File: config.mk
export PLATFORM = sky130hd
export DESIGN_NAME = dracc_top
export DESIGN_NICKNAME = d
export VERILOG_FILES = /design/src/design/dracc_pkg.sv /design/src/design/dracc_fifo_if.sv /design/src/design/dracc_fifo.sv /design/src/design/dracc_ram.sv /design/src/design/dracc_top.sv
export SDC_FILE = /design/constraint.sdc
export NUM_CORES = 2
export LEC_CHECK = 0
export ABC_CLOCK_PERIOD_IN_PS = 25500
export BUFFER_PORTS_ARGS = -buffer_cell sky130_fd_sc_hd__buf_4
export CAP_MARGIN = 30
export CORE_MARGIN = 5
export CORE_UTILIZATION = 45
export DETAILED_ROUTE_END_ITERATION = 10
export SLEW_MARGIN = 30
export SYNTH_ARGS = -nofsm -noshare
export SYNTH_HDL_FRONTEND = slang
export SYNTH_MEMORY_MAX_BITS = 65536
export SYNTH_SLANG_ARGS = --single-unit
export TNS_END_PERCENT = 50
File: constraint.sdc
create_clock -name CLK_I -period 25.5 [get_ports CLK_I]
set_input_delay 5.1 -clock CLK_I [delete_from_list [all_inputs] [get_ports CLK_I]]
set_output_delay 5.1 -clock CLK_I [all_outputs]
set_load 0.03 [all_outputs]
File: src/design/dracc_pkg.sv
// Summary of operation
// A data write stores the whole byte at the current page and column.
// In normal mode the column advances by one after each data write.
// Host signals a data write with select high, read strobe high, write low.
// A data read first returns the byte already held in the output latch.
// After the latch is read it reloads from memory at page and column.
// In normal mode the column advances by one after the latch reload.
// Host discards the first read after setting a new address.
// Writes go straight into memory, so no throwaway write is needed.
// Host signals a data read with select high, read strobe low, write high.
// Command byte E0 enters read-modify-write mode.
// In that mode reads leave the column alone; writes still advance it.
// Host must not change the column while read-modify-write is active.
// Entering the mode saves the column; the end command restores it.
// Command byte EE ends read-modify-write mode.
// Command byte E2 is a software reset.
// Software reset clears start line to zero, page to three; all else kept.
// Host still applies hardware reset at power-up.
// Column is a 7-bit counter that stops at 50H.
// Page is a 2-bit register selecting a group of eight lines.
// End command outside the mode does nothing.
// Undefined command codes are ignored.
package dracc_pkg;
    localparam int DATA_W = 8;
    localparam int COL_W = 7;
    localparam int PAGE_W = 2;
    localparam int START_W = 5;
    localparam int RAM_AW = PAGE_W + COL_W;
    localparam int RAM_DEPTH = 1 << RAM_AW;
    localparam int OP_W = 2;
    localparam int WORD_W = OP_W + DATA_W;
    localparam int FIFO_DEPTH = 32;

    localparam logic [DATA_W-1:0] CMD_RMW_ENTER = 8'he0;
    localparam logic [DATA_W-1:0] CMD_RMW_END = 8'hee;
    localparam logic [DATA_W-1:0] CMD_SOFT_RESET = 8'he2;

    localparam logic [COL_W-1:0] COL_MAX = 7'h50;
    localparam logic [COL_W-1:0] COL_STEP = 7'h01;
    localparam logic [COL_W-1:0] COL_RESET = 7'h00;
    localparam logic [PAGE_W-1:0] PAGE_RESET = 2'h0;
    localparam logic [PAGE_W-1:0] PAGE_SOFT = 2'h3;
    localparam logic [START_W-1:0] START_RESET = 5'h00;
    localparam logic [START_W-1:0] START_SOFT = 5'h00;
    localparam logic [DATA_W-1:0] LATCH_RESET = 8'h00;

    // Queued operation kinds, upper bits of each queue word
    localparam logic [OP_W-1:0] OP_WRITE = 2'h1;
    localparam logic [OP_W-1:0] OP_READ = 2'h2;
    localparam logic [OP_W-1:0] OP_CMD = 2'h3;

    typedef enum logic [1:0] {
        MODE_NORMAL = 2'b01,
        MODE_RMW = 2'b10
    } dracc_mode_e;
endpackage

File: src/design/dracc_fifo_if.sv
`timescale 1ns/100ps
`default_nettype none
interface dracc_fifo_if #(parameter int WIDTH = 8);
    logic push_valid;
    logic push_ready;
    logic [WIDTH-1:0] push_data;
    logic pop_valid;
    logic pop_ready;
    logic [WIDTH-1:0] pop_data;

    modport store (
        input push_valid, push_data, pop_ready,
        output push_ready, pop_valid, pop_data
    );
    modport user (
        output push_valid, push_data, pop_ready,
        input push_ready, pop_valid, pop_data
    );
endinterface
`default_nettype wire

File: src/design/dracc_fifo.sv
`timescale 1ns/100ps
`default_nettype none
module dracc_fifo #(
    parameter int WIDTH = 8,
    parameter int DEPTH = 32
) (
    input wire logic clk_i,
    input wire logic rst_i,
    dracc_fifo_if.store q
);
    localparam int AW = $clog2(DEPTH);
    localparam logic [AW:0] FULL_COUNT = (AW+1)'(DEPTH);
    localparam logic [AW-1:0] LAST_PTR = AW'(DEPTH - 1);

    logic [WIDTH-1:0] mem [DEPTH];
    logic [AW-1:0] wr_ptr;
    logic [AW-1:0] rd_ptr;
    logic [AW:0] count;
    logic do_push;
    logic do_pop;

    // Full and empty come straight from the occupancy count
    assign q.push_ready = (count != FULL_COUNT);
    assign q.pop_valid = (count != '0);
    assign q.pop_data = mem[rd_ptr];
    assign do_push = q.push_valid && q.push_ready;
    assign do_pop = q.pop_valid && q.pop_ready;

    // Storage has no reset; only the pointers define contents
    always_ff @(posedge clk_i)
    begin
        if (do_push)
            mem[wr_ptr] <= q.push_data;
    end

    // Pointers wrap explicitly so depth need not be a power of two
    always_ff @(posedge clk_i or posedge rst_i)
    begin
        if (rst_i)
        begin
            wr_ptr <= '0;
            rd_ptr <= '0;
            count <= '0;
        end
        else
        begin
            if (do_push)
                wr_ptr <= (wr_ptr == LAST_PTR) ? '0 : wr_ptr + 1'b1;
            if (do_pop)
                rd_ptr <= (rd_ptr == LAST_PTR) ? '0 : rd_ptr + 1'b1;
            if (do_push && !do_pop)
                count <= count + 1'b1;
            else if (do_pop && !do_push)
                count <= count - 1'b1;
        end
    end
endmodule
`default_nettype wire

File: src/design/dracc_ram.sv
`timescale 1ns/100ps
`default_nettype none
module dracc_ram (
    input wire logic clk_i,
    input wire logic we_i,
    input wire logic [dracc_pkg::RAM_AW-1:0] addr_i,
    input wire logic [dracc_pkg::DATA_W-1:0] wdata_i,
    output logic [dracc_pkg::DATA_W-1:0] rdata_o
);
    logic [dracc_pkg::DATA_W-1:0] cells [dracc_pkg::RAM_DEPTH];

    // Read is combinational so the latch reload fits in one queue step
    assign rdata_o = cells[addr_i];

    // Whole-byte write, no byte masking
    always_ff @(posedge clk_i)
    begin
        if (we_i)
            cells[addr_i] <= wdata_i;
    end
endmodule
`default_nettype wire

File: src/design/dracc_top.sv
`timescale 1ns/100ps
`default_nettype none
module dracc_top (
    input wire logic CLK_I,
    input wire logic RESET_I,
    // Host parallel bus, sampled as synchronous to CLK_I
    input wire logic CD_I,
    input wire logic RD_N_I,
    input wire logic WR_N_I,
    input wire logic [dracc_pkg::DATA_W-1:0] HOST_DATA_LINES_I,
    output logic [dracc_pkg::DATA_W-1:0] HOST_DATA_LINES_O,
    output logic HOST_DATA_LINES_OE_N_O,
    // Address presets from the set-column and set-page logic
    input wire logic COL_LOAD_I,
    input wire logic [dracc_pkg::COL_W-1:0] COL_VALUE_I,
    input wire logic PAGE_LOAD_I,
    input wire logic [dracc_pkg::PAGE_W-1:0] PAGE_VALUE_I,
    input wire logic START_LOAD_I,
    input wire logic [dracc_pkg::START_W-1:0] START_VALUE_I,
    // Memory owner stall, e.g. display refresh
    input wire logic HOLD_I,
    // State seen by the rest of the driver
    output logic [dracc_pkg::COL_W-1:0] COLUMN_O,
    output logic [dracc_pkg::PAGE_W-1:0] PAGE_O,
    output logic [dracc_pkg::START_W-1:0] START_LINE_O,
    output logic RMW_MODE_O,
    output logic BUSY_O,
    output logic OVERRUN_O
);
    ////////////////////////////////////////////////////////////////////////////
    // Declarations
    ////////////////////////////////////////////////////////////////////////////
    logic rd_n_q;
    logic wr_n_q;
    logic write_start;
    logic read_end;
    logic push_req;
    logic [dracc_pkg::WORD_W-1:0] push_word;

    logic [dracc_pkg::COL_W-1:0] column;
    logic [dracc_pkg::COL_W-1:0] saved_column;
    logic [dracc_pkg::COL_W-1:0] next_column;
    logic [dracc_pkg::PAGE_W-1:0] page;
    logic [dracc_pkg::START_W-1:0] start_line;
    logic [dracc_pkg::DATA_W-1:0] out_latch;
    dracc_pkg::dracc_mode_e mode;
    dracc_pkg::dracc_mode_e next_mode;
    logic overrun;
    logic oe_n;

    logic exec;
    logic [dracc_pkg::OP_W-1:0] op;
    logic [dracc_pkg::DATA_W-1:0] op_data;
    logic op_write;
    logic op_read;
    logic op_cmd;
    logic cmd_enter;
    logic cmd_end;
    logic cmd_soft;
    logic col_bump;
    logic [dracc_pkg::DATA_W-1:0] ram_rdata;
    logic [dracc_pkg::RAM_AW-1:0] ram_addr;

    dracc_fifo_if #(.WIDTH(dracc_pkg::WORD_W)) queue ();

    ////////////////////////////////////////////////////////////////////////////
    // Host strobe decode
    ////////////////////////////////////////////////////////////////////////////

    // Previous strobe levels for edge detection; idle high
    always_ff @(posedge CLK_I or posedge RESET_I)
    begin
        if (RESET_I)
        begin
            rd_n_q <= 1'b1;
            wr_n_q <= 1'b1;
        end
        else
        begin
            rd_n_q <= RD_N_I;
            wr_n_q <= WR_N_I;
        end
    end

    // Writes and commands are taken as the write strobe falls
    assign write_start = wr_n_q && !WR_N_I && RD_N_I;
    // Read reload is queued when the read strobe rises, after the host saw the latch
    assign read_end = !rd_n_q && RD_N_I && CD_I && WR_N_I;

    // Queue word: operation kind above the byte
    always_comb
    begin
        push_req = 1'b0;
        push_word = '0;
        if (write_start)
        begin
            push_req = 1'b1;
            push_word = {CD_I ? dracc_pkg::OP_WRITE : dracc_pkg::OP_CMD, HOST_DATA_LINES_I};
        end
        else if (read_end)
        begin
            push_req = 1'b1;
            push_word = {dracc_pkg::OP_READ, {dracc_pkg::DATA_W{1'b0}}};
        end
    end

    assign queue.push_valid = push_req;
    assign queue.push_data = push_word;

    // A strobe that meets a full queue is lost; flag it sticky until reset
    always_ff @(posedge CLK_I or posedge RESET_I)
    begin
        if (RESET_I)
            overrun <= 1'b0;
        else if (push_req && !queue.push_ready)
            overrun <= 1'b1;
    end

    ////////////////////////////////////////////////////////////////////////////
    // Operation queue
    ////////////////////////////////////////////////////////////////////////////

    // Host cycles are far slower than CLK_I; the queue absorbs refresh stalls
    dracc_fifo #(
        .WIDTH(dracc_pkg::WORD_W),
        .DEPTH(dracc_pkg::FIFO_DEPTH)
    ) u_queue (
        .clk_i(CLK_I),
        .rst_i(RESET_I),
        .q(queue.store)
    );

    assign queue.pop_ready = !HOLD_I;
    assign exec = queue.pop_valid && queue.pop_ready;
    assign op = queue.pop_data[dracc_pkg::WORD_W-1:dracc_pkg::DATA_W];
    assign op_data = queue.pop_data[dracc_pkg::DATA_W-1:0];
    assign op_write = exec && (op == dracc_pkg::OP_WRITE);
    assign op_read = exec && (op == dracc_pkg::OP_READ);
    assign op_cmd = exec && (op == dracc_pkg::OP_CMD);

    // Only three codes decode here; anything else falls through untouched
    assign cmd_enter = op_cmd && (op_data == dracc_pkg::CMD_RMW_ENTER);
    assign cmd_end = op_cmd && (op_data == dracc_pkg::CMD_RMW_END);
    assign cmd_soft = op_cmd && (op_data == dracc_pkg::CMD_SOFT_RESET);

    ////////////////////////////////////////////////////////////////////////////
    // Display memory
    ////////////////////////////////////////////////////////////////////////////

    assign ram_addr = {page, column};

    // Write data lands in the cells directly; no dummy cycle needed
    dracc_ram u_ram (
        .clk_i(CLK_I),
        .we_i(op_write),
        .addr_i(ram_addr),
        .wdata_i(op_data),
        .rdata_o(ram_rdata)
    );

    // Output latch reloads only after a read has been served from it
    always_ff @(posedge CLK_I or posedge RESET_I)
    begin
        if (RESET_I)
            out_latch <= dracc_pkg::LATCH_RESET;
        else if (op_read)
            out_latch <= ram_rdata;
    end

    // Host always sees the latch, never the current cell
    assign HOST_DATA_LINES_O = out_latch;

    // Drive the bus one cycle behind a data read strobe being low, registered on CLK_I
    always_ff @(posedge CLK_I or posedge RESET_I)
    begin
        if (RESET_I)
            oe_n <= 1'b1;
        else
            oe_n <= !(CD_I && !RD_N_I && WR_N_I);
    end

    assign HOST_DATA_LINES_OE_N_O = oe_n;

    ////////////////////////////////////////////////////////////////////////////
    // Mode and column counter
    ////////////////////////////////////////////////////////////////////////////

    // Enter and end are ignored when already in the target mode
    always_comb
    begin
        next_mode = mode;
        case (mode)
            dracc_pkg::MODE_NORMAL:
            begin
                if (cmd_enter)
                    next_mode = dracc_pkg::MODE_RMW;
            end
            dracc_pkg::MODE_RMW:
            begin
                if (cmd_end)
                    next_mode = dracc_pkg::MODE_NORMAL;
            end
            default:
                next_mode = dracc_pkg::MODE_NORMAL;
        endcase
    end

    always_ff @(posedge CLK_I or posedge RESET_I)
    begin
        if (RESET_I)
            mode <= dracc_pkg::MODE_NORMAL;
        else
            mode <= next_mode;
    end

    // Saved copy taken only on a real entry into the mode
    always_ff @(posedge CLK_I or posedge RESET_I)
    begin
        if (RESET_I)
            saved_column <= dracc_pkg::COL_RESET;
        else if (cmd_enter && mode == dracc_pkg::MODE_NORMAL)
            saved_column <= column;
    end

    // Writes always advance; reads advance only outside the mode
    assign col_bump = op_write || (op_read && mode == dracc_pkg::MODE_NORMAL);

    // Counter saturates at the last valid column
    always_comb
    begin
        next_column = column;
        if (cmd_end && mode == dracc_pkg::MODE_RMW)
            next_column = saved_column;
        else if (col_bump && column < dracc_pkg::COL_MAX)
            next_column = column + dracc_pkg::COL_STEP;
        if (COL_LOAD_I)
            next_column = COL_VALUE_I;
    end

    // An end outside the mode leaves the counter as it was
    always_ff @(posedge CLK_I or posedge RESET_I)
    begin
        if (RESET_I)
            column <= dracc_pkg::COL_RESET;
        else
            column <= next_column;
    end

    ////////////////////////////////////////////////////////////////////////////
    // Page and start line
    ////////////////////////////////////////////////////////////////////////////

    // Software reset touches only these two; a preset in the same cycle wins
    always_ff @(posedge CLK_I or posedge RESET_I)
    begin
        if (RESET_I)
            page <= dracc_pkg::PAGE_RESET;
        else if (PAGE_LOAD_I)
            page <= PAGE_VALUE_I;
        else if (cmd_soft)
            page <= dracc_pkg::PAGE_SOFT;
    end

    always_ff @(posedge CLK_I or posedge RESET_I)
    begin
        if (RESET_I)
            start_line <= dracc_pkg::START_RESET;
        else if (START_LOAD_I)
            start_line <= START_VALUE_I;
        else if (cmd_soft)
            start_line <= dracc_pkg::START_SOFT;
    end

    ////////////////////////////////////////////////////////////////////////////
    // Status outputs
    ////////////////////////////////////////////////////////////////////////////

    assign COLUMN_O = column;
    assign PAGE_O = page;
    assign START_LINE_O = start_line;
    assign RMW_MODE_O = (mode == dracc_pkg::MODE_RMW);
    // Busy while work is queued; a read issued now would see a stale latch
    assign BUSY_O = queue.pop_valid || !queue.push_ready;
    assign OVERRUN_O = overrun;
endmodule
`default_nettype wire

==> summary.md <==
| Metric | Value |
|---|---|
| Status | finished, final reports clean |
| RD Place Congestion | 0.897 |
| Layout Skew | 0.104 ns |
| DRT Wirelength | 503000 um |
| Initial Utilization | 0.451 |
| Flops & latches, synth | 4467 |
| Commonest non-fill, non-tap cell in the layout | edfxtp_1 |
| Die area | 0.399 sq mm |
| Largest net degree at the start of global routing | 162 |
| PwrDens | 129 mW/mm^2 |
| Clock sink count | 4467 |
| Most frequent cells in the layout | edfxtp_1, mux4_2, nor2_1 |
| Register-to-register setup slack | 18.39 ns |
| Critical Path End Type | output pin |
| CP Buf/Inv Count | 2 |
| Post-DRT Antenna Nets | 0 |
| 1st-iter DRT viols | 13500 |
| Worst path cell trace | or4_1 > nor3_1 > inv_1 > buf_4 |
| Hold Buf Count CTS | 0 |
| Post-CTS setup buffer count | 0 |
| CP delay by family, top | simple AND/OR/NAND/NOR gates |
| Max-slew headroom | 0.227 |
| Clock transition at path regs | 0.06 ns |
| Die height | 632 um |
| CTS H-Tree Depth | 5 |
| Synthesized area | 0.174 sq mm |
| Peak VDD IR | 0.171 mV |
| Dpl hpwl | 301000 um |
| Grt total ovfl | 0 |
| Cell depth of the worst setup path | 4 |
| Initial antenna violation count | 33 |
| Simple-gate share of the synthesized area | 0.0264 |
| Clock Root Buffer | clkbuf_16 |
| CP max FO | 4 |
| Distinct cell type count after synthesis | 96 |
| Rows | 228 |
| Largest area contributor in the netlist | edfxtp_1 |
| Synth-to-layout area growth | 12.3% |
| Top-area cell type share of the netlist area | 0.762 |
| Count of input and output buffers | 56 |
| Post-route setup slack | 17.35 ns |
| Place WS | 16.89 ns |
| Path depth of the worst reg2reg path | 14 |
| Post_cts resized | 0 |
| Worst min-delay path class | reg -> reg |
| CTS tree | yes |
| Ranking of synthesized cells by area | edfxtp_1, mux4_2, nor2_1 |
| Pins Over Slew Limit | 0 |
| Proportion of synthesized area in mux cells | 0.172 |
| Synthesized Nets | 7936 |
| Remaining DRCs | 0 |
| Fillers | 29800 |
| Post-synthesis adder-cell area fraction | 0.00127 |
| Period Utilization, post-route | 0.320 |
| Most used DFF post-synth | edfxtp_1 |
| First-pass GRT wire length | 697000 um |
| CP Data Required Time | 20.40 ns |
| RSZ-0062 raised after global routing | false |
| Hold Vio Cnt, Final | 0 |
| Post-synthesis xor/xnor area fraction | 0.000352 |
| Fraction of layout cells with a size suffix above 1 | 0.263 |
| Worst-Margin Slew | 1.16 ns |
| CP max-delay cell | or4_1 |
| Crit path largest cell delay | 0.57 ns |
| Main combinational cell family by area after synthesis | multiplexers |
| Total core area | 0.385 sq mm |
| Per-cell routed wire length | 36.8 um |
| Setup violators final | 0 |
| Via count | 86300 |
| Bufs on Longest Clock Path | 4 |
| CP arrival | 3.05 ns |
| Synth Area per Inst | 22.1 sq um |
| Setup Total Neg Slack | 0 ns |
| Sequential area share after synthesis | 0.770 |
| Final nets | 8140 |
| Fmax achieved | 123 MHz |
| Worst r2r dst | HOST_DATA_LINES_O[2]$_DFFE_PP0N_ |
| I/O pin count | 57 |
| Cts bufs inserted | 440 |
| GRT Util Overall | 0.249 |
| Async SR Flop Fraction | 0.0114 |
| Fin Hold WS | 0.500 ns |
| Fin crit period | 8.15 ns |
| Worst setup endpoint | BUSY_O |
| Crit. Startpoint | u_queue.count[0]$_DFFE_PP0P_ |
| Compound-cell area share of the yosys netlist | 0.0158 |
| Static Leak | 60.5 nW |
| Post-DR vias/cell | 6.31 |
| Max-cap check violation count | 0 |
| Number of synthesized flops with an enable pin | 4416 |
| Die Width | 632 um |
| Syn Inst Count | 7888 |
| CP Class | reg -> out |
| Origin of the critical flop-to-flop path | COLUMN_O[3]$_DFFE_PP0P_ |
| Clock insertion delay at the later pin of the skew report | 1.03 ns |
| CP startpoint kind | flip-flop |
| Vias in the first global route | 84900 |
| Warnings, synthesis | 0 |
| 1st-pass router iterations | 6 |
[stage by stage]
stage                     instance area [sq um]  total power [mW]  std cells   util
after floorplan                          174000              15.7       7888      -
after global routing                     195000              25.9      13600  0.507
after CTS                                195000              25.3      13600  0.506
after detailed placement                 180000              18.7      12800  0.468
after global placement                   180000              18.7      12800  0.468
final                                    195000              25.2      13700  0.507
[state kept, by name (all words and copies together), names as in the netlist, 6 cells and up]
register / count
HOST_DATA_LINES_O: 8
u_ram.cells: 4096
saved_column: 7
u_queue.mem: 320
COLUMN_O: 7
u_queue.count: 6
[kinds of logic (layout without fill, tap and decap cells)]
kind of cell,Yosys count,count (layout)
buf+inv,505,1085
other cells,0,23
compound gates,374,374
xor+xnor,7,7
simple gates,1074,1074
mux,1444,1444
flops,4467,4467
fa+ha+maj,17,17
[layout make-up]
class | instances | area, sq um | share of cell area
Tap cell | 5175 | 6470 | 0.0332
Inverter | 29 | 160 | 0.000820
Timing Repair Buffer | 238 | 2060 | 0.0106
Clock inverter | 308 | 3450 | 0.0177
Sequential cell | 4467 | 134000 | 0.686
Clock buffer | 510 | 11300 | 0.0579
Multi-Input combinational cell | 2916 | 37900 | 0.194
Antenna cell | 23 | 57.6 | 0.000295
[where the power goes]
group / switching [mW] / leakage, nW / total [mW] / internal (mW)
Sequential: 0.0985 / 40.4 / 10.3 / 10.2
Combinational: 5.90 / 13.1 / 8.26 / 2.35
Clock: 2.85 / 7.10 / 6.64 / 3.79
[worst register-to-register path, delay by kind of cell, from the launching register on]
kind | cells | cell delay (ns)
buffers and inverters | 6 | 4.01
DFF | 1 | 0.59
muxes | 1 | 0.50
and+or+nand+nor | 2 | 0.72
AOI/OAI and AO/OA | 5 | 1.16
[cell usage after synthesis, types with 12 or more instances]
cell         n
nor3_1      20
nand3_1     52
ha_1        16
a32oi_1     24
nand2_1    220
buf_1       37
mux4_1      19
o22ai_1     30
edfxtp_1  4416
o21ai_0     46
nand2b_1    12
a31oi_1     14
nor2b_1     18
or3_1       13
and3_1      19
a21oi_1     55
mux2i_1    204
clkbuf_1   216
nand4_1     24
dfrtp_1     47
a221oi_1    13
mux2_2      12
buf_2      142
mux4_2    1204
nor2_1     634
a22oi_1     72
o221ai_1    12
inv_1       26
a22o_1      12
buf_4       36
buf_6       34
[worst min path at each step]
| stage | cells after the start | end | startpoint | slack [ns] |
|---|---|---|---|---|
| final | 1 | saved_column[1]$_DFFE_PP0P_ | saved_column[1]$_DFFE_PP0P_ | 0.50 |
| after global routing | 1 | saved_column[1]$_DFFE_PP0P_ | saved_column[1]$_DFFE_PP0P_ | 0.51 |
| after CTS | 1 | saved_column[1]$_DFFE_PP0P_ | saved_column[1]$_DFFE_PP0P_ | 0.49 |
| after detailed placement | 1 | saved_column[1]$_DFFE_PP0P_ | saved_column[1]$_DFFE_PP0P_ | 0.48 |
| after global placement | 1 | saved_column[2]$_DFFE_PP0P_ | saved_column[2]$_DFFE_PP0P_ | 0.47 |
| after floorplan | 1 | saved_column[2]$_DFFE_PP0P_ | saved_column[2]$_DFFE_PP0P_ | 0.46 |
[per-layer routing]
layer | global-route usage | part of all wire | vias to the layer above
met1 | 0.351 | 0.39 | 46000
met3 | 0.0604 | 0.11 | 943
met4 | 0.0927 | 0.043 | 10
met2 | 0.379 | 0.46 | 5700
met5 | 0 | 0.00016 | -
li1 | - | - | 33600
Note: power is estimated with default switching activity, not from simulation.
